[config.mk]
export PLATFORM = sky130hd
export DESIGN_NAME = lvd_ctrl
export DESIGN_NICKNAME = d
export VERILOG_FILES = /design/src/lvd_pkg.sv /design/src/lvd_prescaler.sv /design/src/lvd_ctrl.sv
export SDC_FILE = /design/constraint.sdc
export NUM_CORES = 1
export LEC_CHECK = 0
export ABC_AREA = 1
export BUFFER_PORTS_ARGS = -buffer_cell sky130_fd_sc_hd__buf_2
export CAP_MARGIN = 0
export CORE_AREA = 2 2 50 99
export CTS_BUF_LIST = sky130_fd_sc_hd__clkbuf_8
export CTS_CLUSTER_DIAMETER = 60
export CTS_CLUSTER_SIZE = 10
export DETAILED_ROUTE_END_ITERATION = 12
export DIE_AREA = 0 0 52 101
export PLACE_DENSITY = 0.78
export SETUP_SLACK_MARGIN = 0.3
export SKIP_LAST_GASP = 1
export SLEW_MARGIN = 20
export SYNTH_ARGS = -nofsm -noshare
export SYNTH_HDL_FRONTEND = slang
export SYNTH_SLANG_ARGS = --single-unit
[constraint.sdc]
create_clock -name core_clk -period 1.55 [get_ports core_clk]
set_clock_uncertainty 0.2 [all_clocks]
set_input_delay 0.31 -clock core_clk [delete_from_list [all_inputs] [get_ports core_clk]]
set_output_delay 0.31 -clock core_clk [all_outputs]
set_load 0.02 [all_outputs]
[src/lvd_pkg.sv]
// constants and register map for the low-voltage detect control block
package lvd_pkg;
  localparam int ADDR_W = 16;
  localparam int DATA_W = 8;
  localparam logic [15:0] CTRL_ADDR = 16'hF730;
  localparam logic [15:0] STAT_ADDR = 16'hF731;
  localparam logic [15:0] IMASK_ADDR = 16'hF732;
  localparam logic [15:0] ISTAT_ADDR = 16'hF733;
  localparam logic [15:0] PRESC_LO_ADDR = 16'hF734;
  localparam logic [15:0] PRESC_HI_ADDR = 16'hF735;
  localparam int CTRL_EN_BIT = 7;
  localparam int CTRL_SEL_BIT = 3;
  localparam int CTRL_RST_EN_BIT = 2;
  localparam int CTRL_FALL_IE_BIT = 1;
  localparam int CTRL_RISE_IE_BIT = 0;
  localparam int STAT_FALL_BIT = 1;
  localparam int STAT_RISE_BIT = 0;
  localparam int EV_FALL = 0;
  localparam int EV_RISE = 1;
  localparam int EV_RESET = 2;
  localparam int NUM_EV = 3;
  localparam logic [7:0] CTRL_RESET = 8'h00;
  localparam logic [7:0] CTRL_MASK = 8'h8F;
  localparam int PRESC_W = 13;
  typedef enum logic [1:0] {LVD_IDLE, LVD_NORMAL, LVD_LOW} lvd_state_t;
endpackage : lvd_pkg

[src/lvd_prescaler.sv]
// free-running system prescaler
`timescale 1ns/1ps
module lvd_prescaler
  import lvd_pkg::*;
#(
  parameter int WIDTH = PRESC_W
) (
  input wire logic core_clk,
  input wire logic reset,
  output logic [WIDTH-1:0] count
);
  logic [WIDTH-1:0] count_q;
  logic [WIDTH-1:0] count_d;

  always_comb begin
    count_d = count_q + {{(WIDTH-1){1'b0}}, 1'b1};
  end

  always_ff @(posedge core_clk or posedge reset) begin
    if (reset) begin
      count_q <= '0;
    end else begin
      count_q <= count_d;
    end
  end

  assign count = count_q;
endmodule : lvd_prescaler

[src/lvd_ctrl.sv]
// low-voltage detect control, flags, interrupt and reset request
`timescale 1ns/1ps
module lvd_ctrl
  import lvd_pkg::*;
(
  input wire logic core_clk,
  input wire logic reset,
  input wire logic [ADDR_W-1:0] reg_addr,
  input wire logic [DATA_W-1:0] reg_wdata,
  input wire logic reg_wr,
  input wire logic reg_rd,
  output logic [DATA_W-1:0] reg_rdata,
  input wire logic below_fall_level,
  input wire logic above_rise_level,
  input wire logic below_reset_low,
  input wire logic below_reset_high,
  output logic detector_enable,
  output logic ext_interrupt_zero,
  output logic brownout_reset,
  output logic irq
);
  logic [7:0] ctrl_q, ctrl_d;
  logic [1:0] stat_q, stat_d;
  logic [NUM_EV-1:0] imask_q, imask_d;
  logic [NUM_EV-1:0] istat_q, istat_d;
  logic [DATA_W-1:0] rdata_q, rdata_d;
  lvd_state_t state_q, state_d;
  logic [PRESC_W-1:0] presc;
  logic en, sel, rst_en, fall_ie, rise_ie;
  logic fall_ev, rise_ev, below_reset;
  logic [NUM_EV-1:0] ev;
  logic [1:0] stat_set;

  lvd_prescaler #(.WIDTH(PRESC_W)) u_presc (
    .core_clk(core_clk),
    .reset(reset),
    .count(presc)
  );

  assign en = ctrl_q[CTRL_EN_BIT];
  assign sel = ctrl_q[CTRL_SEL_BIT];
  assign rst_en = ctrl_q[CTRL_RST_EN_BIT];
  assign fall_ie = ctrl_q[CTRL_FALL_IE_BIT];
  assign rise_ie = ctrl_q[CTRL_RISE_IE_BIT];
  assign detector_enable = en;

  assign below_reset = sel ? below_reset_high : below_reset_low;

  always_comb begin
    state_d = state_q;
    fall_ev = 1'b0;
    rise_ev = 1'b0;
    case (state_q)
      LVD_IDLE: begin
        if (en) begin
          state_d = below_fall_level ? LVD_LOW : LVD_NORMAL;
        end
      end
      LVD_NORMAL: begin
        if (!en) begin
          state_d = LVD_IDLE;
        end else if (below_fall_level) begin
          fall_ev = 1'b1;
          state_d = LVD_LOW;
        end
      end
      LVD_LOW: begin
        if (!en) begin
          state_d = LVD_IDLE;
        end else if (below_reset) begin
          state_d = LVD_IDLE;
        end else if (above_rise_level) begin
          rise_ev = 1'b1;
          state_d = LVD_NORMAL;
        end
      end
      default: begin
        state_d = LVD_IDLE;
      end
    endcase
  end

  assign brownout_reset = en && rst_en && below_reset;

  always_comb begin
    stat_set = 2'b00;
    stat_set[STAT_FALL_BIT] = fall_ev;
    stat_set[STAT_RISE_BIT] = rise_ev && rise_ie;
    stat_d = stat_q;
    if (reg_wr && reg_addr == STAT_ADDR) begin
      stat_d = stat_q & reg_wdata[1:0];
    end
    stat_d = stat_d | stat_set;
  end

  // fall and rise enable gates
  // requests stay pending until the handler clears
  assign ext_interrupt_zero = (stat_q[STAT_FALL_BIT] && fall_ie)
                           || (stat_q[STAT_RISE_BIT] && rise_ie);

  assign ev = {brownout_reset, rise_ev, fall_ev};

  always_comb begin
    ctrl_d = ctrl_q;
    imask_d = imask_q;
    istat_d = istat_q;
    // control write is how software cancels detection
    if (reg_wr && reg_addr == CTRL_ADDR) begin
      ctrl_d = reg_wdata & CTRL_MASK;
    end else if (reg_wr && reg_addr == IMASK_ADDR) begin
      imask_d = reg_wdata[NUM_EV-1:0];
    end else if (reg_wr && reg_addr == ISTAT_ADDR) begin
      istat_d = istat_q & ~reg_wdata[NUM_EV-1:0];
    end
    // event set beats write-one clear
    istat_d = istat_d | ev;
  end

  assign irq = |(istat_q & imask_q);

  always_comb begin
    rdata_d = '0;
    if (reg_rd) begin
      if (reg_addr == CTRL_ADDR) begin
        rdata_d = ctrl_q;
      end else if (reg_addr == STAT_ADDR) begin
        rdata_d = {6'h00, stat_q};
      end else if (reg_addr == IMASK_ADDR) begin
        rdata_d = {5'h00, imask_q};
      end else if (reg_addr == ISTAT_ADDR) begin
        rdata_d = {5'h00, istat_q};
      end else if (reg_addr == PRESC_LO_ADDR) begin
        rdata_d = presc[7:0];
      end else if (reg_addr == PRESC_HI_ADDR) begin
        rdata_d = {3'h0, presc[PRESC_W-1:8]};
      end else begin
        rdata_d = '0;
      end
    end
  end

  always_ff @(posedge core_clk or posedge reset) begin
    if (reset) begin
      ctrl_q <= CTRL_RESET;
      stat_q <= 2'b00;
      imask_q <= '0;
      istat_q <= '0;
      rdata_q <= '0;
      state_q <= LVD_IDLE;
    end else begin
      ctrl_q <= ctrl_d;
      stat_q <= stat_d;
      imask_q <= imask_d;
      istat_q <= istat_d;
      rdata_q <= rdata_d;
      state_q <= state_d;
    end
  end

  assign reg_rdata = rdata_q;
endmodule : lvd_ctrl

==> results of run 1 <==
[flip-flops by register name (all words and copies together), names as in the netlist]
signal	flops
ctrl_q	5
imask_q	3
istat_q	3
reg_rdata	8
stat_q	2
state_q	2
u_presc.count	13
[layout make-up]
cell class	count	area, sq um	share of cell area, %
well taps	55	68.8	2.20
multi-input cells	164	1150	36.7
flip-flops and latches	36	903	28.9
inverters	34	139	4.44
clock buffers	7	96.3	3.08
repair buffers	97	768	24.6
repair inverters	1	3.75	0.120
[cell usage in the layout, fill, tap and decap left out, drive strengths merged, types with 7 or more instances in the layout]
master	instances
xor2	9
buf	97
nand4	9
nand2	54
nor2	26
o21ai	21
dfrtp	36
inv	34
clkbuf	7
nor3	10
nand3	24
[how the worst max path moves through the flow]
| stage | slack (ns) | from | cells after the start | to |
|---|---|---|---|---|
| 3_3_place_gp | -0.22 | reg_addr[3] | 8 | istat_q[2] |
| 4_1_cts | -0.09 | ctrl_q[3] | 4 | brownout_reset |
| 6_report | -0.12 | ctrl_q[3] | 4 | brownout_reset |
| 5_1_grt | -0.19 | u_presc.count[1] | 6 | u_presc.count[10] |
| 3_5_place_dp | -0.24 | reg_addr[3] | 8 | istat_q[2] |
| 2_1_floorplan | 0.04 | reg_addr[3] | 9 | reg_rdata[2] |
[per-layer routing]
metal  GRT usage [%]  up-vias  routed length (um)
li1                -      970                   -
met1            25.0      953                2100
met2            41.6       63                3090
met3            3.71       14                 256
met4            8.30        0                 131
met5               0        -                   0
[power breakdown]
part / total [mW] / internal, mW / switching, mW
Combinational: 0.200 / 0.0822 / 0.118
Sequential: 0.951 / 0.946 / 0.00565
Clock: 0.701 / 0.395 / 0.306
Total: 1.85 / 1.42 / 0.429
[through the flow]
stage / power, mW / hold WS [ns] / util, % / worst slack (ns)
global route: 1.92 / -0.119 / 69.3 / -0.187
finish: 1.85 / -0.160 / 69.3 / -0.119
CTS: 1.86 / -0.151 / 66.4 / -0.0901
detailed placement: 1.13 / 0.155 / 55.5 / -0.244
floorplan: 1.05 / 0.0634 / - / 0.0441
global placement: 1.12 / 0.147 / 55.5 / -0.219
[kinds of logic (layout without fill, tap and decap cells)]
family	after synthesis	in the layout	synth area share (%)
and+or+nand+nor	125	126	33.4
DFF	36	36	46.2
buffers and inverters	35	139	7.38
AOI/OAI and AO/OA	26	26	7.51
xor gates and xnor gates	11	11	4.94
adders and majority gates	1	1	0.641
[worst max-delay path, cell delays in order, from the launching register on]
cell and delay (ns):
dfrtp_1 0.42, o21ai_2 0.18, inv_2 0.08, nor2_4 0.07
buf_4 0.14
[synth_stat cells (3+ instances only)]
cell      n  area (sq um)
nor3_1    6          30.0
dfrtp_1  36           901
nor2_4    4          45.0
nand4_1   6          37.5
o21ai_0  12          60.1
nand3_2   3          30.0
xor2_1    9          78.8
inv_2     5          18.8
nor2_1   17          63.8
nor2_2    5          31.3
nand3_1  21           105
nor3_2    3          30.0
inv_1    28           105
o21ai_1   8          40.0
nand2_1  52           195
[repair_timing]
| action | in CTS | in global routing |
|---|---|---|
| endpoints found under the setup margin | 44 | 45 |
| buffers inserted | 19 | 7 |
| pin swaps | 24 | 30 |
| endpoints found under the hold margin | 19 | 19 |
| resized for setup | 66 | 23 |
| gates cloned | 2 | 0 |
==> results by group, run 1 <==
Clock network
  • Clk sink count: 36
  • H-tree depth: 2
  • Clk root buf: clkbuf_8
  • Clock Tree Buf Depth: 2
  • CTS tree: built
  • TritonCTS Buffers: 5
  • Clock Pin Slew Worst Setup and Hold Paths: 0.07 ns
  • Worst skew pair latency: 0.28 ns

Die
  • Starting Density: 43.2%
  • Site Rows: 35
  • Die Ht: 101 um
  • Die Span X: 52 um
  • Core area: 4510 sq um
  • DIE AREA: 5250 sq um
  • Num ports: 44

Global route
  • Largest net degree at the start of global routing: 22
  • Remaining Overflow, GRT: 0
  • GRT Util Overall: 22.6%
  • Global-route wire length before repair: 8900 um
  • Initial antenna violation count: 0
  • Vias in the first global route: 2024

Power and ir drop
  • P_leak: 1.56 nW
  • Power per Cell Area: 593 nW/um^2
  • Worst vdd ir: 0.850 mV

Yosys
  • Post-synthesis instance area: 1950 sq um
  • Top FF cell, synth: dfrtp_1
  • Synth warn: 0
  • Syn nets: 267
  • Gate count of the mapped netlist: 234
  • Synth unique cells: 30
  • Synth Area per Inst: 8.34 sq um
  • Ys async rst share: 100%
  • Post-synth EDFFs: 0
  • Seq cells post-synth: 36
  • Seq/Total Area, Yosys: 46.2%

Timing
  • Fin crit period: 1.67 ns
  • Period utilisation layout: 108%
  • Hold Slack: -0.160 ns
  • RSZ-0062 raised after global routing: yes
  • Setup Total Neg Slack: -0.248 ns
  • Highest clock rate: 0.599 GHz
  • Setup slack after layout: -0.119 ns
  • Worst relative slew slack: 68.3%
  • Final setup vio count: 5
  • Worst Tran Pin Value: 0.475 ns
  • Slew Viols, Final: 0
  • Final hold violation count: 19

Outcome
  • Status: complete, but fails checks
  • Failing checks: negative hold slack, negative setup slack

Placement
  • Placed Instances: 359
  • DP HPWL: 3560 um
  • Placer's final routability congestion estimate: 0.858
  • Area after DPL: 2500 sq um
  • Number of port buffers: 40

Critical path
  • CP startpoint kind: flop
  • Crit path max fanout: 4
  • Critical Path RT: 1.04 ns
  • Reg2Reg Depth: 6
  • Worst EP arrival: 1.16 ns
  • RR Endpoint: u_presc.count[10]
  • Worst R2R Setup Slack: -0.06 ns
  • Crit end category: output pin
  • R2r startpoint: u_presc.count[1]
  • Crit path kind: reg2out

Finish
  • Layout fillers: 334
  • Finished Layout Cells: 394
  • Area growth syn-to-layout: 60.2%
  • Fin nets: 372
  • Design Area, Final: 3130 sq um
  • Antenna diodes: 0
  • Share of cells above drive strength 1: 52.2%

Routing
  • DRC errors left: 0
  • DRT Pass-1 Iters: 4
  • Routed len/inst: 14.1 um
  • Iter 0 DRT Violations: 72
  • Total number of vias: 2000
  • Antenna viol nets, final: 0
  • Post-DR vias/cell: 5.08
  • Total Wirelength: 5570 um

Worst hold path
  • Hold Path Class: in2async

Flow run
  • MaxCap Viol Count: 0
(Power assumes the default switching activity.)
==> run 2: changes to the inputs <==
Settings changed: PLACE_DENSITY 0.78 to 0.68.
Clock period 1.55 ns to 1.46 ns, I/O delays scaled along.
==> results by group, run 2 (synthesis gave the netlist of run 1 again) <==
Outcome
  • Status: complete, but fails checks
  • Failing checks: negative setup slack

Routing
  • Routed len/inst: 15.0 um
  • Iter 0 DRT Violations: 70
  • Post-DR vias/cell: 5.14
  • Total Wirelength: 6060 um
  • DRC errors left: 0
  • Total number of vias: 2082
  • DRT Pass-1 Iters: 4
  • Antenna viol nets, final: 0

Die
  • DIE AREA: 5250 sq um
  • Die Span X: 52 um
  • Starting Density: 43.2%
  • Num ports: 44
  • Core area: 4510 sq um
  • Site Rows: 35
  • Die Ht: 101 um

Clock network
  • Clock Tree Buf Depth: 2
  • Clock Pin Slew Worst Setup and Hold Paths: 0.07 ns
  • Clk sink count: 36
  • Clk root buf: clkbuf_8
  • Worst skew pair latency: 0.29 ns
  • TritonCTS Buffers: 5
  • H-tree depth: 2
  • CTS tree: built

Placement
  • DP HPWL: 3630 um
  • Placed Instances: 366
  • Area after DPL: 2570 sq um
  • Number of port buffers: 40
  • Placer's final routability congestion estimate: 0.893

Finish
  • Antenna diodes: 0
  • Layout fillers: 320
  • Largest register FFs: 13
  • Fin nets: 382
  • Most common cell after layout, fill and taps aside: buf_4
  • Multi-input logic area: 1210 sq um
  • Share of cells above drive strength 1: 55.7%
  • Finished Layout Cells: 405
  • Area growth syn-to-layout: 71.5%
  • Design Area, Final: 3350 sq um
  • Commonest cells after routing, fill and taps aside: 44 x buf_4, 39 x buf_6, 38 x nand2_1
  • Register Area: 902 sq um

Timing
  • Setup slack after layout: -0.216 ns
  • Highest clock rate: 0.597 GHz
  • Final hold violation count: 0
  • Period utilisation layout: 115%
  • Final setup vio count: 11
  • Worst relative slew slack: 80.3%
  • RSZ-0062 raised after global routing: yes
  • Slew Viols, Final: 0
  • Worst Tran Pin Value: 0.294 ns
  • Fin crit period: 1.68 ns

Critical path
  • Crit path from: u_presc.count[0]
  • Crit path kind: reg2reg
  • CP startpoint kind: flop
  • Worst EP arrival: 1.64 ns
  • Crit end category: flop
  • Crit path max fanout: 2
  • R2r startpoint: u_presc.count[0]
  • Critical Path RT: 1.43 ns

Worst hold path
  • Min-delay src: reg_wdata[1]
  • Hold Path Class: in2reg

Power and ir drop
  • P_leak: 1.67 nW
  • Power per Cell Area: 587 nW/um^2
  • Worst vdd ir: 1.00 mV

Global route
  • Vias in the first global route: 2152
  • Initial antenna violation count: 0
  • GRT Util Overall: 24.5%
  • Global-route wire length before repair: 9560 um
  • Largest net degree at the start of global routing: 37
  • Remaining Overflow, GRT: 0

Flow run
  • MaxCap Viol Count: 0
## run 2: changes by cell type in the layout (fill, tap and decap cells not counted), moves of 2 or more
cell,delta
nand3_2,+3
buf_6,+15
nand2_2,+3
o21ai_1,-2
o21ai_0,-2
nor2_4,+4
nor2_2,-3
nand3_1,-3
inv_1,+2
buf_4,-3
buf_2,-3
nand2_1,-4
o21ai_2,+4
## run 2: power breakdown
part | internal [mW] | switching, mW | total [mW] | leakage [nW]
clock network | 0.371 | 0.348 | 0.719 | 0.0538
logic | 0.101 | 0.135 | 0.236 | 1.13
registers | 1.00 | 0.00658 | 1.01 | 0.483
## run 2: metrics by stage
| stage | setup WS [ns] | utilization, % | TNS, ns | total power, mW | hold WS (ns) |
|---|---|---|---|---|---|
| CTS | -0.175 | 70.1 | -1.06 | 1.96 | 0.0221 |
| floorplan | -0.0394 | - | -0.242 | 1.11 | 0.0454 |
| detailed placement | -0.342 | 57.1 | -6.65 | 1.21 | 0.149 |
| global route | -0.294 | 74.2 | -2.53 | 2.04 | 0.0270 |
| global placement | -0.309 | 57.1 | -5.97 | 1.20 | 0.144 |
| finish | -0.216 | 74.2 | -1.53 | 1.96 | 0.0315 |
## run 2: metal layers
| layer | vias up | routed length [um] | GRT usage [%] |
|---|---|---|---|
| met1 | 995 | 2290 | 29.0 |
| met3 | 11 | 303 | 2.97 |
| met4 | 0 | 173 | 11.9 |
| li1 | 994 | - | - |
| met2 | 82 | 3290 | 42.2 |
| met5 | - | 0 | 0 |
## run 2: layout make-up
| class | instances | area share [%] |
|---|---|---|
| inverter | 34 | 4.23 |
| timing repair buffer | 108 | 27.8 |
| tap | 55 | 2.06 |
| sequential | 36 | 27.0 |
| clock inverter | 2 | 0.224 |
| clock buffer | 6 | 2.47 |
| multi-input combinational | 164 | 36.3 |
## run 2: final timing paths
kind	endpoint	slack, ns	cells after the start
min in group asynchronous	u_presc.count[10]	0.37	4
setup / recovery	u_presc.count[5]	-0.22	9
max in group asynchronous	ctrl_q[7]	0.47	4
hold reg to reg	u_presc.count[12]	0.28	1
setup reg to reg	u_presc.count[5]	-0.22	9
hold / removal	stat_q[1]	0.03	3
## run 2: worst max-delay path: stages, from the launching register on
cell     delay, ns
dfrtp_1       0.40
buf_6         0.12
buf_6         0.12
nand3_4       0.10
nor3_4        0.05
buf_4         0.13
buf_6         0.10
buf_6         0.10
buf_6         0.10
xor2_1        0.13
## run 2: timing repair
| action | 4_1_cts | 5_1_grt |
|---|---|---|
| hold buffers | 1 | 0 |
| setup buffers | 20 | 9 |
| resized for setup | 86 | 32 |
| hold endpoints to repair | 36 | 0 |
| setup endpoints to repair | 46 | 47 |
| gates cloned | 1 | 0 |
| pin swaps | 38 | 35 |
==> run 3: changes to the inputs <==
Settings changed: SKIP_LAST_GASP 1 to default.
==> results by group, run 3 (synthesis gave the netlist of run 1 again) <==
Clock network
  • Clock Tree Buf Depth: 2
  • Clk sink count: 36
  • H-tree depth: 2
  • CTS tree: built
  • Worst skew pair latency: 0.29 ns
  • Clock Pin Slew Worst Setup and Hold Paths: 0.07 ns
  • TritonCTS Buffers: 5
  • Clk root buf: clkbuf_8

Routing
  • DRT Pass-1 Iters: 4
  • Total Wirelength: 6260 um
  • Antenna viol nets, final: 0
  • Total number of vias: 2084
  • Routed len/inst: 15.3 um
  • Iter 0 DRT Violations: 49
  • DRC errors left: 0
  • Post-DR vias/cell: 5.11

Placement
  • Area after DPL: 2570 sq um
  • Number of port buffers: 40
  • Placer's final routability congestion estimate: 0.893
  • Setup Slack @ Placement: -0.342 ns
  • DP HPWL: 3630 um

Critical path
  • Critical Path RT: 1.43 ns
  • Crit path kind: reg2reg
  • CP max-delay cell: dfrtp_1
  • Worst-path cell chain: buf_6 -> buf_6 -> nand3_4 -> nor3_4 -> buf_4 -> buf_6 -> buf_6 -> buf_6 -> xor2_1
  • Largest delay share family, worst path: buffers and inverters
  • CP Buf/Inv Count: 6
  • Crit path max fanout: 2
  • Slowest Stage Delay on Critical Path: 0.42 ns
  • R2r startpoint: u_presc.count[0]
  • Worst EP arrival: 1.66 ns
  • CP startpoint kind: flop
  • Most used cell, CP: buf_6
  • Crit end category: flop
  • Crit path from: u_presc.count[0]

Die
  • Num ports: 44
  • Core area: 4510 sq um
  • DIE AREA: 5250 sq um
  • Die Span X: 52 um
  • Die Ht: 101 um
  • Starting Density: 43.2%
  • Site Rows: 35

Global route
  • Global-route wire length before repair: 9540 um
  • Initial antenna violation count: 0
  • Remaining Overflow, GRT: 0
  • Largest net degree at the start of global routing: 37
  • Vias in the first global route: 2134
  • GRT Util Overall: 24.4%

Timing
  • Worst relative slew slack: 79.3%
  • Hold Slack: 0.0373 ns
  • Fin crit period: 1.69 ns
  • Final hold violation count: 0
  • Worst Tran Pin Value: 0.309 ns
  • Final setup vio count: 11
  • Slew Viols, Final: 0
  • Setup slack after layout: -0.235 ns
  • RSZ-0062 raised after global routing: yes
  • Period utilisation layout: 116%
  • Highest clock rate: 0.590 GHz

Finish
  • Antenna diodes: 0
  • Area growth syn-to-layout: 75.9%
  • Design Area, Final: 3430 sq um
  • Share of cells above drive strength 1: 59.5%
  • Fin nets: 385
  • Commonest cells after routing, fill and taps aside: 46 x buf_4, 39 x buf_6, 35 x dfrtp_1
  • Most common cell after layout, fill and taps aside: buf_4
  • Largest register FFs: 13

Worst hold path
  • Min-delay src: reg_wdata[7]
  • Hold Path Class: in2reg

Outcome
  • Status: complete, but fails checks
  • Failing checks: negative setup slack

Power and ir drop
  • Power per Cell Area: 574 nW/um^2
  • Worst vdd ir: 1.02 mV
  • P_leak: 1.69 nW
  • Pwr Total: 1.97 mW

Flow run
  • MaxCap Viol Count: 0
-- run 3: cell types whose count changed in the layout (fill, tap and decap cells not counted), sizes merged --
cell  before  now
buf      107  110
-- run 3: final timing paths --
check | to | slack [ns] | cells past startpoint
worst max-delay path | u_presc.count[5] | -0.23 | 9
worst min-delay path | ctrl_q[7] | 0.04 | 3
worst max register to register | u_presc.count[5] | -0.23 | 9
worst min register to register | u_presc.count[12] | 0.28 | 1
max in group asynchronous | ctrl_q[7] | 0.47 | 4
min in group asynchronous | u_presc.count[12] | 0.37 | 4
-- run 3: per-stage QoR --
stage | util (%) | cells | TNS, ns
floorplan | - | 234 | -0.242
global placement | 57.1 | 366 | -5.97
detailed placement | 57.1 | 366 | -6.65
CTS | 70.5 | 396 | -1.06
global route | 76.1 | 408 | -2.36
finish | 76.1 | 408 | -1.67
-- run 3: repair_timing --
item / CTS / global route
setup endpoints to repair: 46 / 47
setup buffers: 20 / 12
cloned: 1 / 0
resized for setup: 93 / 42
hold endpoints to repair: 36 / 0
pin swaps: 38 / 45
hold buffers: 1 / 0
-- run 3: layout make-up --
class / instances / area, sq um
clock buffers: 6 / 82.6
clock inverters: 2 / 7.51
fillers: 305 / 1080
inverters: 34 / 141
multi-input cells: 164 / 1270
flip-flops and latches: 36 / 902
well taps: 55 / 68.8
repair buffers: 111 / 960
-- run 3: worst min-delay path, cell delays in order --
cell     delay, ns
buf_2         0.10
inv_1         0.04
o21ai_1       0.06
-- run 3: power breakdown --
group | internal [mW] | leakage [nW] | switching [mW] | total [mW]
sequential | 1.00 | 0.483 | 0.00674 | 1.01
combinational | 0.104 | 1.15 | 0.138 | 0.242
clock | 0.371 | 0.0538 | 0.347 | 0.718
-- run 3: routing by layer --
metal	up-vias	track usage (%)	wire, um
met5	-	0	0
met4	0	12.3	125
met2	61	41.7	3580
met3	7	2.97	241
met1	1018	29.1	2310
li1	998	-	-
